$ cat src/rtl/rtc_cal_upper_params.svh
// Purpose: register map and field constants of the upper calendar block
// Assumes: 32-bit AXI4-Lite, one aligned word per register
// Notes:   byte address is four times the register index
`ifndef RTC_CAL_UPPER_PARAMS_SVH
`define RTC_CAL_UPPER_PARAMS_SVH

// register indices
`define IDX_MONTH          10'h0e5
`define IDX_YEAR           10'h0e6
`define IDX_CENTURY        10'h0e7
`define IDX_ALARM_SEC      10'h0e8
`define IDX_ALARM_CTRL     10'h0ec
`define IDX_EVT_STATUS     10'h0f0
`define IDX_EVT_MASK       10'h0f1

// field positions
`define ALARM_CTRL_SEC_EN  0
`define EVT_SEC_MATCH      0
`define EVT_YEAR_STEP      1
`define EVT_CENT_STEP      2
`define EVT_W              3

// count limits, binary and packed decimal
`define MONTH_FIRST        8'h01
`define MONTH_LAST_BIN     8'h0c
`define MONTH_LAST_BCD     8'h12
`define YEAR_LAST_BIN      8'h63
`define YEAR_LAST_BCD      8'h99
`define DIGIT_LAST         4'h9

// reset values of the held control state
`define ALARM_CTRL_RST     1'h0
`define EVT_RST            3'h0

`endif

$ cat src/rtl/rtc_cal_upper_pkg.sv
// Purpose: shared types of the upper calendar block
// Assumes: constants live in rtc_cal_upper_params.svh
// Notes:   none
package rtc_cal_upper_pkg;
    typedef enum logic [1:0] {
        RESP_OKAY   = 2'b00,
        RESP_SLVERR = 2'b10
    } axi_resp_type;
    typedef logic [7:0] cal_byte_type;
endpackage

$ cat src/rtl/rtc_cal_upper.sv
// Purpose: month, year, century counters and alarm seconds compare
// Assumes: day carry, coding select, lock and seconds come from same clock
// Notes:   counter and compare bytes have no reset, as the clock demands
//
// Summary of operation
// - month starts at one after wrap or from an illegal zero
// - binary month holds 01h to 0Ch
// - decimal month: tens 0-1 in high nibble, ones 0-9 in low
// - binary year counts 00h to 63h
// - decimal year holds two digits, tens in high nibble
// - binary century holds 00h to 63h
// - decimal century holds two digits, tens in bits 7:4
// - binary alarm seconds compare holds 00h to 3Bh
// - decimal alarm seconds: tens 0-5, ones 0-9
// - month, year, century keep value through reset
// - alarm seconds keeps value through reset, writable even when locked
// - month, year, century writes ignored while locked
// - month, year, century count as binary or decimal per select; seconds compare is plain byte equality
// - seconds compare matches only when its enable is set; enable resets
`timescale 1ns/1ps
`include "rtc_cal_upper_params.svh"

module rtc_cal_upper #(
    parameter int ADDR_W = 12
) (
    // clock and reset
    input  wire logic                          i_sys_clk,
    input  wire logic                          i_rst,
    // axi4-lite write address and data
    input  wire logic                          i_awvalid,
    output logic                               o_awready,
    input  wire logic [ADDR_W-1:0]             i_awaddr,
    input  wire logic [2:0]                    i_awprot,
    input  wire logic                          i_wvalid,
    output logic                               o_wready,
    input  wire logic [31:0]                   i_wdata,
    input  wire logic [3:0]                    i_wstrb,
    // axi4-lite write response
    output logic                               o_bvalid,
    input  wire logic                          i_bready,
    output rtc_cal_upper_pkg::axi_resp_type    o_bresp,
    // axi4-lite read
    input  wire logic                          i_arvalid,
    output logic                               o_arready,
    input  wire logic [ADDR_W-1:0]             i_araddr,
    input  wire logic [2:0]                    i_arprot,
    output logic                               o_rvalid,
    input  wire logic                          i_rready,
    output logic [31:0]                        o_rdata,
    output rtc_cal_upper_pkg::axi_resp_type    o_rresp,
    // neighbouring clock logic
    input  wire logic                          i_day_carry,
    input  wire logic                          i_bcd_select,
    input  wire logic                          i_locked,
    input  wire logic [7:0]                    i_second_count,
    // results
    output logic                               o_second_match,
    output logic                               o_irq
);
    import rtc_cal_upper_pkg::*;

    ////////////////////////////////////////////////////////////////////
    // state

    cal_byte_type                month_r;
    cal_byte_type                year_r;
    cal_byte_type                century_r;
    cal_byte_type                alarm_sec_r;
    logic                        wake_second_match_enable_r;
    logic [`EVT_W-1:0]           status_r;
    logic [`EVT_W-1:0]           mask_r;
    logic                        match_r;

    logic                        aw_held_r;
    logic                        w_held_r;
    logic [ADDR_W-1:0]           awaddr_r;
    logic [31:0]                 wdata_r;
    logic                        wlane0_r;
    logic                        bvalid_r;
    axi_resp_type                bresp_r;
    logic                        rvalid_r;
    logic [31:0]                 rdata_r;
    axi_resp_type                rresp_r;

    ////////////////////////////////////////////////////////////////////
    // packed-decimal or binary increment of one byte

    function automatic cal_byte_type step_byte(input cal_byte_type v,
                                               input logic bcd);
        cal_byte_type r;
        r = v + 8'h01;
        if (bcd && v[3:0] >= `DIGIT_LAST) begin
            r = {v[7:4] + 4'h1, 4'h0};
        end
        return r;
    endfunction

    ////////////////////////////////////////////////////////////////////
    // write channel: address and data taken in either order

    wire logic aw_take   = i_awvalid && o_awready;
    wire logic w_take    = i_wvalid && o_wready;
    wire logic wr_fire   = aw_held_r && w_held_r && !bvalid_r;
    wire logic [9:0] wr_idx = awaddr_r[11:2];
    wire logic wr_align  = awaddr_r[1:0] == 2'h0;

    wire logic sel_w_month = wr_align && wr_idx == `IDX_MONTH;
    wire logic sel_w_year  = wr_align && wr_idx == `IDX_YEAR;
    wire logic sel_w_cent  = wr_align && wr_idx == `IDX_CENTURY;
    wire logic sel_w_wake_second_ones  = wr_align && wr_idx == `IDX_ALARM_SEC;
    wire logic sel_w_actl  = wr_align && wr_idx == `IDX_ALARM_CTRL;
    wire logic sel_w_stat  = wr_align && wr_idx == `IDX_EVT_STATUS;
    wire logic sel_w_mask  = wr_align && wr_idx == `IDX_EVT_MASK;
    wire logic wr_mapped   = sel_w_month || sel_w_year || sel_w_cent ||
                             sel_w_wake_second_ones || sel_w_actl || sel_w_stat ||
                             sel_w_mask;
    // only byte lane 0 carries register bits
    wire logic wr_go       = wr_fire && wlane0_r;
    // a locked counter write still answers okay, it just does nothing
    wire logic wr_cal_ok   = wr_go && !i_locked;
    wire cal_byte_type wbyte = wdata_r[7:0];

    assign o_awready = !aw_held_r && !bvalid_r;
    assign o_wready  = !w_held_r && !bvalid_r;
    assign o_bvalid  = bvalid_r;
    assign o_bresp   = bresp_r;

    always_ff @(posedge i_sys_clk) begin
        if (i_rst) begin
            aw_held_r <= 1'b0;
            w_held_r  <= 1'b0;
            bvalid_r  <= 1'b0;
            bresp_r   <= RESP_OKAY;
            awaddr_r  <= '0;
            wdata_r   <= 32'h0000_0000;
            wlane0_r  <= 1'b0;
        end else begin
            if (aw_take) begin
                aw_held_r <= 1'b1;
                awaddr_r  <= i_awaddr;
            end
            if (w_take) begin
                w_held_r <= 1'b1;
                wdata_r  <= i_wdata;
                wlane0_r <= i_wstrb[0];
            end
            if (wr_fire) begin
                aw_held_r <= 1'b0;
                w_held_r  <= 1'b0;
                bvalid_r  <= 1'b1;
                bresp_r   <= wr_mapped ? RESP_OKAY : RESP_SLVERR;
            end else if (bvalid_r && i_bready) begin
                bvalid_r <= 1'b0;
            end
        end
    end

    ////////////////////////////////////////////////////////////////////
    // read channel

    wire logic ar_take   = i_arvalid && o_arready;
    wire logic [9:0] rd_idx = i_araddr[11:2];
    wire logic rd_align  = i_araddr[1:0] == 2'h0;
    wire logic [`EVT_W-1:0] irq_bits = status_r & mask_r;

    logic [7:0] rd_byte;
    logic       rd_hit;
    always_comb begin
        rd_byte = 8'h00;
        rd_hit  = rd_align;
        case (rd_idx)
            `IDX_MONTH:      rd_byte = month_r;
            `IDX_YEAR:       rd_byte = year_r;
            `IDX_CENTURY:    rd_byte = century_r;
            `IDX_ALARM_SEC:  rd_byte = alarm_sec_r;
            `IDX_ALARM_CTRL: rd_byte = {7'h00, wake_second_match_enable_r};
            `IDX_EVT_STATUS: rd_byte = {5'h00, status_r};
            `IDX_EVT_MASK:   rd_byte = {5'h00, mask_r};
            default:         rd_hit  = 1'b0;
        endcase
    end

    assign o_arready = !rvalid_r;
    assign o_rvalid  = rvalid_r;
    assign o_rdata   = rdata_r;
    assign o_rresp   = rresp_r;

    always_ff @(posedge i_sys_clk) begin
        if (i_rst) begin
            rvalid_r <= 1'b0;
            rdata_r  <= 32'h0000_0000;
            rresp_r  <= RESP_OKAY;
        end else if (ar_take) begin
            rvalid_r <= 1'b1;
            rdata_r  <= rd_hit ? {24'h00_0000, rd_byte} : 32'h0000_0000;
            rresp_r  <= rd_hit ? RESP_OKAY : RESP_SLVERR;
        end else if (rvalid_r && i_rready) begin
            rvalid_r <= 1'b0;
        end
    end

    ////////////////////////////////////////////////////////////////////
    // calendar carry chain

    wire logic [3:0] period_of_year_tens = month_r[7:4];
    wire logic [3:0] period_of_year_ones = month_r[3:0];
    wire logic [3:0] annual_count_tens   = year_r[7:4];
    wire logic [3:0] annual_count_ones   = year_r[3:0];
    wire logic [3:0] hundred_year_tens   = century_r[7:4];
    wire logic [3:0] hundred_year_ones   = century_r[3:0];

    // limits follow the live coding select
    wire cal_byte_type mon_last = i_bcd_select ? `MONTH_LAST_BCD
                                               : `MONTH_LAST_BIN;
    wire cal_byte_type yr_last  = i_bcd_select ? `YEAR_LAST_BCD
                                               : `YEAR_LAST_BIN;

    // an out-of-range month restarts at one rather than running on
    wire logic mon_wrap  = i_day_carry &&
                           (month_r >= mon_last || month_r == 8'h00);
    wire logic yr_wrap   = mon_wrap && year_r >= yr_last;
    wire logic cen_wrap  = yr_wrap && century_r >= yr_last;

    wire cal_byte_type mon_nxt = mon_wrap ? `MONTH_FIRST
                                          : step_byte(month_r, i_bcd_select);
    wire cal_byte_type yr_nxt  = yr_wrap ? 8'h00
                                         : step_byte(year_r, i_bcd_select);
    wire cal_byte_type cen_nxt = cen_wrap ? 8'h00
                                          : step_byte(century_r, i_bcd_select);

    // no reset term: contents survive a device reset
    always_ff @(posedge i_sys_clk) begin
        if (wr_cal_ok && sel_w_month) begin
            month_r <= wbyte;
        end else if (i_day_carry) begin
            month_r <= mon_nxt;
        end
    end

    always_ff @(posedge i_sys_clk) begin
        if (wr_cal_ok && sel_w_year) begin
            year_r <= wbyte;
        end else if (mon_wrap) begin
            year_r <= yr_nxt;
        end
    end

    always_ff @(posedge i_sys_clk) begin
        if (wr_cal_ok && sel_w_cent) begin
            century_r <= wbyte;
        end else if (yr_wrap) begin
            century_r <= cen_nxt;
        end
    end

    ////////////////////////////////////////////////////////////////////
    // alarm seconds compare

    wire logic [3:0] wake_second_tens = alarm_sec_r[7:4];
    wire logic [3:0] wake_second_ones = alarm_sec_r[3:0];

    // writable under lock too, and kept through reset
    always_ff @(posedge i_sys_clk) begin
        if (wr_go && sel_w_wake_second_ones) begin
            alarm_sec_r <= wbyte;
        end
    end

    // both codings compare the whole byte as stored
    wire logic sec_equal = i_second_count == {wake_second_tens,
                                              wake_second_ones};
    wire logic sec_match = wake_second_match_enable_r && sec_equal;

    always_ff @(posedge i_sys_clk) begin
        if (i_rst) begin
            wake_second_match_enable_r <= `ALARM_CTRL_RST;
            match_r                    <= 1'b0;
        end else begin
            match_r <= sec_match;
            if (wr_go && sel_w_actl) begin
                wake_second_match_enable_r <= wbyte[`ALARM_CTRL_SEC_EN];
            end
        end
    end
    assign o_second_match = match_r;

    ////////////////////////////////////////////////////////////////////
    // sticky events and interrupt

    wire logic [`EVT_W-1:0] evt_set = {yr_wrap, mon_wrap,
                                       sec_match && !match_r};
    wire logic [`EVT_W-1:0] evt_clr = (wr_go && sel_w_stat) ?
                                      wbyte[`EVT_W-1:0] : '0;

    // a new event beats a clear in the same cycle
    always_ff @(posedge i_sys_clk) begin
        if (i_rst) begin
            status_r <= `EVT_RST;
            mask_r   <= `EVT_RST;
        end else begin
            status_r <= (status_r & ~evt_clr) | evt_set;
            if (wr_go && sel_w_mask) begin
                mask_r <= wbyte[`EVT_W-1:0];
            end
        end
    end
    assign o_irq = |irq_bits;
endmodule

$ cat config.mk
export PLATFORM = sky130hd
export DESIGN_NAME = rtc_cal_upper
export DESIGN_NICKNAME = d
export VERILOG_FILES = /design/src/rtl/rtc_cal_upper_pkg.sv /design/src/rtl/rtc_cal_upper.sv
export VERILOG_INCLUDE_DIRS = /design/src /design/src/rtl
export SDC_FILE = /design/constraint.sdc
export NUM_CORES = 1
export LEC_CHECK = 0
export BUFFER_PORTS_ARGS = -buffer_cell sky130_fd_sc_hd__buf_2
export CAP_MARGIN = 0
export CORE_MARGIN = 4
export CORE_UTILIZATION = 53
export DETAILED_ROUTE_END_ITERATION = 7
export GPL_ROUTABILITY_DRIVEN = 0
export PLACE_DENSITY = 0.81
export SLEW_MARGIN = 10
export SYNTH_ARGS = -nofsm -noshare
export SYNTH_HDL_FRONTEND = slang
export SYNTH_SLANG_ARGS = --single-unit
$ cat constraint.sdc
create_clock -name i_sys_clk -period 3.25 [get_ports i_sys_clk]
set_input_delay 0 -clock i_sys_clk [delete_from_list [all_inputs] [get_ports i_sys_clk]]
set_output_delay 0 -clock i_sys_clk [all_outputs]
set_load 0.01 [all_outputs]
==> run_results.csv, run 1 <==
group,metric,value,unit
timing,fin_crit_sh,0.753,
logic_synthesis,synth-main-ff-cell,"dfxtp_1",
logic_synthesis,post_synth.cell_area_avg,8.98,um2
finish,final_layout_size_suffix_gt1_frac,0.164,
finish,final_cell_count_no_fill,704,
timing,rsz0062_at_grt,"false",
worst_hold_path,min-delay-path-class,"in -> reg",
floorplan,die_area,0.0102,mm2
cts,clk_transition_reported_paths,0.08,ns
logic_synthesis,synth-async-reset-ratio,0,
cts,clock_latency,0.36,ns
setup_path,worstPathArrival,2.50,ns
placement,buffers_on_ports,67,
timing,timing_hold_violations_final,0,
finish,number_of_inserted_diodes,0,
timing,timing.final.crit_period,2.45,ns
logic_synthesis,yosys_warnings,0,
setup_path,timing.setup.critical_path_class,"reg -> reg",
setup_path,type_of_origin_of_the_critical_path,"flop",
placement,dp.final_hpwl,8210,um
logic_synthesis,syn-cell-area,0.00456,mm2
finish,synthToLayoutAreaGrowth,16.6,%
logic_synthesis,ys_seq_area_frac,0.399,
global_route,wire_length_of_the_first_global_routing_pass,18100,um
cts,cts_root_buf,"clkbuf_8",
logic_synthesis,synth_edf_count,32,
floorplan,placementRows,33,
floorplan,core_region_area,0.00830,mm2
finish,num-nets-final,707,
detailed_routing,drt-pass1-iter-count,6,
global_route,grt_overflow_total,0,
status,run_status,"complete, no violations",
timing,worst-slew-pin-transition,0.681,ns
floorplan,chipWidth,101,um
logic_synthesis,netlist_top_cells_area,"edfxtp_1 (21%), dfxtp_1 (19%), ha_1 (8.0%)",
run,drv.max_cap_violation_count,0,
global_route,grt_usage,0.226,
timing,clock.fmax,409,MHz
cts,clockBufferDepth,2,
cts,clock_sink_count,75,
power,irDropWorstVdd,0.286,mV
power,comb_power_share,0.201,
floorplan,io_pins,127,
power,p_int,1.64,mW
logic_synthesis,synth.distinct_cells,62,
power,power.density,445,mW/mm2
detailed_routing,dr_total_vias,4028,
global_route,grt_antenna_before_repair,0,
cts,numCtsBuffers,9,
power,sequentialPowerShare,0.496,
detailed_routing,routed_wl,11400,um
global_route,grt_start_max_net_pins,39,
floorplan,initial_core_util,0.550,
power,netSwitchingPower,0.732,mW
global_route,grt_pass1_vias,3907,
cts,ctsHtreeMaxLevel,3,
power,power.share.clock,0.303,
detailed_routing,final_antenna_net_count,0,
detailed_routing,wl_per_cell,16.3,um
detailed_routing,routed_via_density,5.72,
floorplan,die_h,101,um
power,leakage,2.18,nW
logic_synthesis,synthDominantCellAreaShare,0.211,
timing,setup-tns-final,0,ns
setup_path,crit_required,3.30,ns
setup_path,worst-path-max-fanout,8,
placement,number_of_cells_in_the_design_after_placement,663,
logic_synthesis,synth_largest_area_cell,"edfxtp_1",
timing,slew_headroom,0.542,
cts,cts_hold_buf,25,
timing,final-setup-viol-count,0,
detailed_routing,route.detailed.drc,0,
setup_path,ff2ff_path_depth,6,
timing,fin_skew,0.0103,ns
logic_synthesis,syn-instance-count,508,
cts,number_of_buffers_added_for_setup_after_cts,0,
logic_synthesis,synth_seq_cells,75,
detailed_routing,dr.first_iter.drc_count,247,
cts,tritoncts,"done",
worst_hold_path,cells_on_worst_hold_path,4,
power,power_switching_share,0.309,
setup_path,end_kind,"flop",
cts,cts_resized,0,
timing,timing.final.max_slew_violations,0,
flip-flops by register name, summed over array words and instances, names as in the netlist, 3 cells and up:
name         cells
year_r           8
awaddr_r        12
alarm_sec_r      8
month_r          8
o_rdata          8
century_r        8
wdata_r          8
status_r         3
mask_r           3
power by group through the flow:
stage | logic, mW | registers (mW) | clock network, mW
CTS | 0.469 | 1.17 | 0.725
global placement | 0.421 | 1.19 | 0
finish | 0.476 | 1.17 | 0.717
global route | 0.539 | 1.19 | 0.766
floorplan | 0.351 | 1.16 | 0
detailed placement | 0.442 | 1.19 | 0
metrics by stage:
step                      instance area [um2]   util  total power [mW]  setup slack [ns]  hold WS (ns)
final                                    5320  0.641              2.37             0.804        0.0266
after detailed placement                 4870  0.586              1.63             0.839         0.197
after global routing                     5320  0.641              2.49             0.632        0.0260
after floorplan                          4660      -              1.51              1.01        0.0990
after global placement                   4870  0.586              1.61             0.875         0.189
after CTS                                5320  0.641              2.37             0.813        0.0223
worst paths after layout:
path / startpoint / end / slack (ns)
worst max-delay path: year_r[1] / century_r[5] / 0.80
worst min-delay path: i_second_count[6] / o_second_match / 0.03
worst max register to register: year_r[1] / century_r[5] / 0.80
worst min register to register: awaddr_r[10] / awaddr_r[10] / 0.46
cell families after synthesis:
group           share of synthesized area
fa+ha+maj                          0.0795
simple gates                        0.200
buf+inv                            0.0776
xor+xnor                           0.0480
compound gates                      0.169
flops                               0.399
mux                                0.0266
other cells                      0.000822
final cells by class:
class | instances | area (um2)
well taps | 105 | 131
inverters | 22 | 82.6
clock buffers | 11 | 163
repair buffers | 94 | 601
clock inverters | 5 | 42.5
flip-flops and latches | 75 | 1820
fillers | 682 | 2980
multi-input cells | 392 | 2480
critical path: stages (launching register included):
cell	delay (ns)
edfxtp_1	0.47
ha_1	0.31
a211oi_1	0.29
o21ai_0	0.11
a41oi_1	0.51
or2_2	0.23
nand2_1	0.20
metal layers:
layer  wire length (um)  track usage
met1               4670        0.275
met2               5610        0.393
met3                889       0.0574
met4                279       0.0674
met5                  0            0
cells in the final DEF, fill, tap and decap left out, drive strengths merged, types with 4 or more instances in the layout:
cell	synthesis	routed
nand2	80	80
buf	32	69
dfxtp	43	43
a21oi	37	37
o21ai	34	34
edfxtp	32	32
ha	29	29
conb	1	26
dlygate4sd3	0	25
nor2	23	23
inv	22	23
nand3	19	19
xnor2	15	15
a22o	12	12
mux2i	11	11
clkbuf	12	11
xor2	10	10
nor3b	8	8
nor3	8	8
o22ai	7	7
a22oi	6	6
o2bb2ai	6	6
nor2b	5	5
nand4	5	5
or2	4	4
nor4b	4	4
a211oi	4	4
Yosys cell counts, drive strengths merged (4+ instances only):
cell and count:
edfxtp 32, buf 32, clkbuf 12, dfxtp 43
a22oi 6, xor2 10, xnor2 15, nor3 8
nor4b 4, o2bb2ai 6, nor2b 5, a211oi 4
nand2 80, ha 29, nor2 23, nand4 5
o22ai 7, a21oi 37, o21ai 34, a22o 12
mux2i 11, nor3b 8, nand3 19, or2 4
inv 22
Power figures use the tool's default switching activity.
==> run 2, diff against run 1 <==
--- a/config.mk
+++ b/config.mk
@@ -6,13 +6,14 @@
 export SDC_FILE = /design/constraint.sdc
 export NUM_CORES = 1
 export LEC_CHECK = 0
+export ABC_AREA = 1
 export BUFFER_PORTS_ARGS = -buffer_cell sky130_fd_sc_hd__buf_2
 export CAP_MARGIN = 0
 export CORE_MARGIN = 4
-export CORE_UTILIZATION = 53
+export CORE_UTILIZATION = 49
 export DETAILED_ROUTE_END_ITERATION = 7
 export GPL_ROUTABILITY_DRIVEN = 0
-export PLACE_DENSITY = 0.81
+export PLACE_DENSITY = 0.77
 export SLEW_MARGIN = 10
 export SYNTH_ARGS = -nofsm -noshare
 export SYNTH_HDL_FRONTEND = slang
==> constraint.sdc (replaced) <==
create_clock -name i_sys_clk -period 2.05 [get_ports i_sys_clk]
set_input_delay 0 -clock i_sys_clk [delete_from_list [all_inputs] [get_ports i_sys_clk]]
set_output_delay 0 -clock i_sys_clk [all_outputs]
set_load 0.01 [all_outputs]
==> run_results.csv, run 2 <==
group,metric,value,unit
power,irDropWorstVdd,0.439,mV
finish,final_cell_count_no_fill,934,
logic_synthesis,syn-instance-count,688,
detailed_routing,final_antenna_net_count,0,
logic_synthesis,most_common_cell_in_the_synthesized_netlist,"nand2_1",
floorplan,die_area,0.0119,mm2
logic_synthesis,synth_top_cells_by_count,"nand2_1 (150), nor2_1 (95), inv_1 (72)",
global_route,wire_length_of_the_first_global_routing_pass,20900,um
setup_path,crit_required,2.19,ns
logic_synthesis,syn-cell-area,0.00502,mm2
detailed_routing,dr_total_vias,4907,
worst_hold_path,min-delay-path-class,"in -> reg",
floorplan,placementRows,36,
floorplan,io_pins,127,
timing,timing_hold_violations_final,0,
timing,slew_headroom,0.667,
finish,final_cell_mix,"nand2_1 (148), nor2_1 (95), inv_1 (72)",
setup_path,critical_path.startpoint,"month_r[3]",
finish,number_of_inserted_diodes,0,
logic_synthesis,synth.distinct_cells,42,
run,drv.max_cap_violation_count,0,
logic_synthesis,synthDominantCellAreaShare,0.191,
floorplan,chipWidth,109,um
power,p_int,2.51,mW
global_route,grt_antenna_before_repair,0,
placement,number_of_cells_in_the_design_after_placement,895,
logic_synthesis,synth_seq_cells,75,
finish,final_util,0.600,
placement,buffers_on_ports,67,
status,failed_checks,"design-rule violations",
setup_path,worstPathArrival,2.06,ns
worst_hold_path,hp-start,"i_rst",
detailed_routing,drt-pass1-iter-count,8,
finish,mostFrequentLayoutCell,"nand2_1",
setup_path,timing.setup.critical_path_class,"reg -> reg",
global_route,grt_pass1_vias,4539,
placement,dp.final_hpwl,10200,um
timing,clock.fmax,521,MHz
finish,num-nets-final,909,
power,power.density,648,mW/mm2
cts,clock_latency,0.38,ns
logic_synthesis,synth-async-reset-ratio,0,
timing,timing.final.crit_period,1.92,ns
cts,number_of_buffers_added_for_setup_after_cts,0,
finish,synthToLayoutAreaGrowth,17.9,%
power,comb_power_share,0.234,
setup_path,r2r_start,"month_r[3]",
timing,fin_crit_sh,0.937,
logic_synthesis,netlist_top_cells_area,"edfxtp_1 (19%), dfxtp_1 (17%), nand2_1 (11%)",
logic_synthesis,synth-main-ff-cell,"dfxtp_1",
logic_synthesis,yosys_warnings,0,
timing,finalHoldWorstSlack,0.0298,ns
power,netSwitchingPower,1.33,mW
detailed_routing,routed_wl,13300,um
global_route,grt_overflow_total,0,
finish,largest_register_ffs,12,
finish,final_layout_size_suffix_gt1_frac,0.176,
timing,worst-slew-pin-transition,0.498,ns
global_route,grt_start_max_net_pins,27,
timing,setup-tns-final,0,ns
logic_synthesis,ys_seq_area_frac,0.363,
logic_synthesis,post_synth.cell_area_avg,7.30,um2
floorplan,core_region_area,0.00986,mm2
power,sequentialPowerShare,0.480,
timing,final-setup-viol-count,0,
cts,cts_root_buf,"clkbuf_8",
cts,tritoncts,"done",
timing,fin_skew,0.00979,ns
timing,timing.final.max_slew_violations,0,
logic_synthesis,synth_largest_area_cell,"edfxtp_1",
detailed_routing,routed_via_density,5.25,
cts,numCtsBuffers,9,
cts,ctsHtreeMaxLevel,3,
floorplan,initial_core_util,0.509,
power,power.share.clock,0.286,
global_route,grt_usage,0.226,
cts,clk_transition_reported_paths,0.09,ns
timing,rsz0062_at_grt,"true",
detailed_routing,dr.first_iter.drc_count,499,
setup_path,worst-path-max-fanout,7,
setup_path,type_of_origin_of_the_critical_path,"flop",
detailed_routing,wl_per_cell,14.2,um
power,power_switching_share,0.345,
setup_path,end_kind,"flop",
power,leakage,2.87,nW
detailed_routing,route.detailed.drc,2,
cts,clock_sink_count,75,
floorplan,die_h,109,um
status,run_status,"finished, violations left",
logic_synthesis,synth_edf_count,32,
finish,register_ranked_first_by_flip_flop_count,"awaddr_r",
cts,clockBufferDepth,2,
-- run 2: cell types whose count changed in the layout (fill, tap and decap cells not counted), moves of 7 or more --
| cell | change |
|---|---|
| inv_2 | +10 |
| mux2i_1 | -10 |
| nor2_1 | +72 |
| a22o_1 | -12 |
| nand2_1 | +68 |
| nor3b_1 | -7 |
| nand4_1 | +13 |
| nand3_1 | +49 |
| buf_4 | +16 |
| inv_1 | +50 |
| xnor2_1 | -14 |
-- run 2: cell families (layout without fill, tap and decap cells) --
logic type,count (synthesis),in the layout,synth area share
mux,1,1,0.00199
simple gates,370,370,0.342
compound gates,83,83,0.0905
other cells,1,26,0.000747
buf+inv,118,206,0.111
xor+xnor,11,11,0.0192
flops,75,75,0.363
fa+ha+maj,29,29,0.0723
-- run 2: worst max-delay path, stage by stage (launching register included) --
cell	delay, ns
edfxtp_1	0.41
ha_1	0.31
a21oi_1	0.14
o21ai_1	0.08
nand2_1	0.06
nand4_1	0.19
nand2_2	0.18
nand2_2	0.12
a21oi_1	0.15
nor2_1	0.05
-- run 2: final cells by class --
class | count | area, um2
timing repair buffer | 108 | 701
multi-input combinational | 520 | 2740
clock inverter | 7 | 56.3
inverter | 82 | 308
sequential | 75 | 1820
fill | 888 | 3950
tap | 133 | 166
clock buffer | 9 | 124
-- run 2: power groups by stage --
stage          Sequential (mW)  Clock, mW  Combinational, mW
2_1_floorplan             1.83          0              0.598
3_3_place_gp              1.86          0              0.808
3_5_place_dp              1.87          0              0.845
4_1_cts                   1.84       1.11              0.884
5_1_grt                   1.85       1.16               1.02
6_report                  1.84       1.10              0.899
-- run 2: routing by layer --
layer | vias up | GRT usage | share of wire
li1 | 2435 | - | -
met1 | 2219 | 0.278 | 0.40
met2 | 231 | 0.395 | 0.48
met3 | 22 | 0.0580 | 0.10
met4 | 0 | 0.0588 | 0.015
met5 | - | 0 | 0
-- run 2: metrics by stage --
step                      worst slack [ns]  instance area [um2]  total power, mW
after global routing               -0.0203                 5920             4.03
after CTS                           0.0815                 5910             3.83
after global placement               0.164                 5500             2.67
final                                0.130                 5920             3.84
after detailed placement            0.0915                 5500             2.72
after floorplan                      0.172                 5110             2.43
-- run 2: path summary, 6_finish.rpt --
kind	cells past startpoint	slack (ns)	endpoint
worst max-delay path	9	0.13	month_r[0]
worst min-delay path	2	0.03	o_rdata[5]
worst max register to register	9	0.13	month_r[0]
worst min register to register	1	0.44	status_r[0]
-- run 2: timing repair --
action	in CTS	in global routing
hold buffers	23	0
setup endpoints to repair	0	17
hold endpoints to repair	23	0
gates resized for setup	0	3
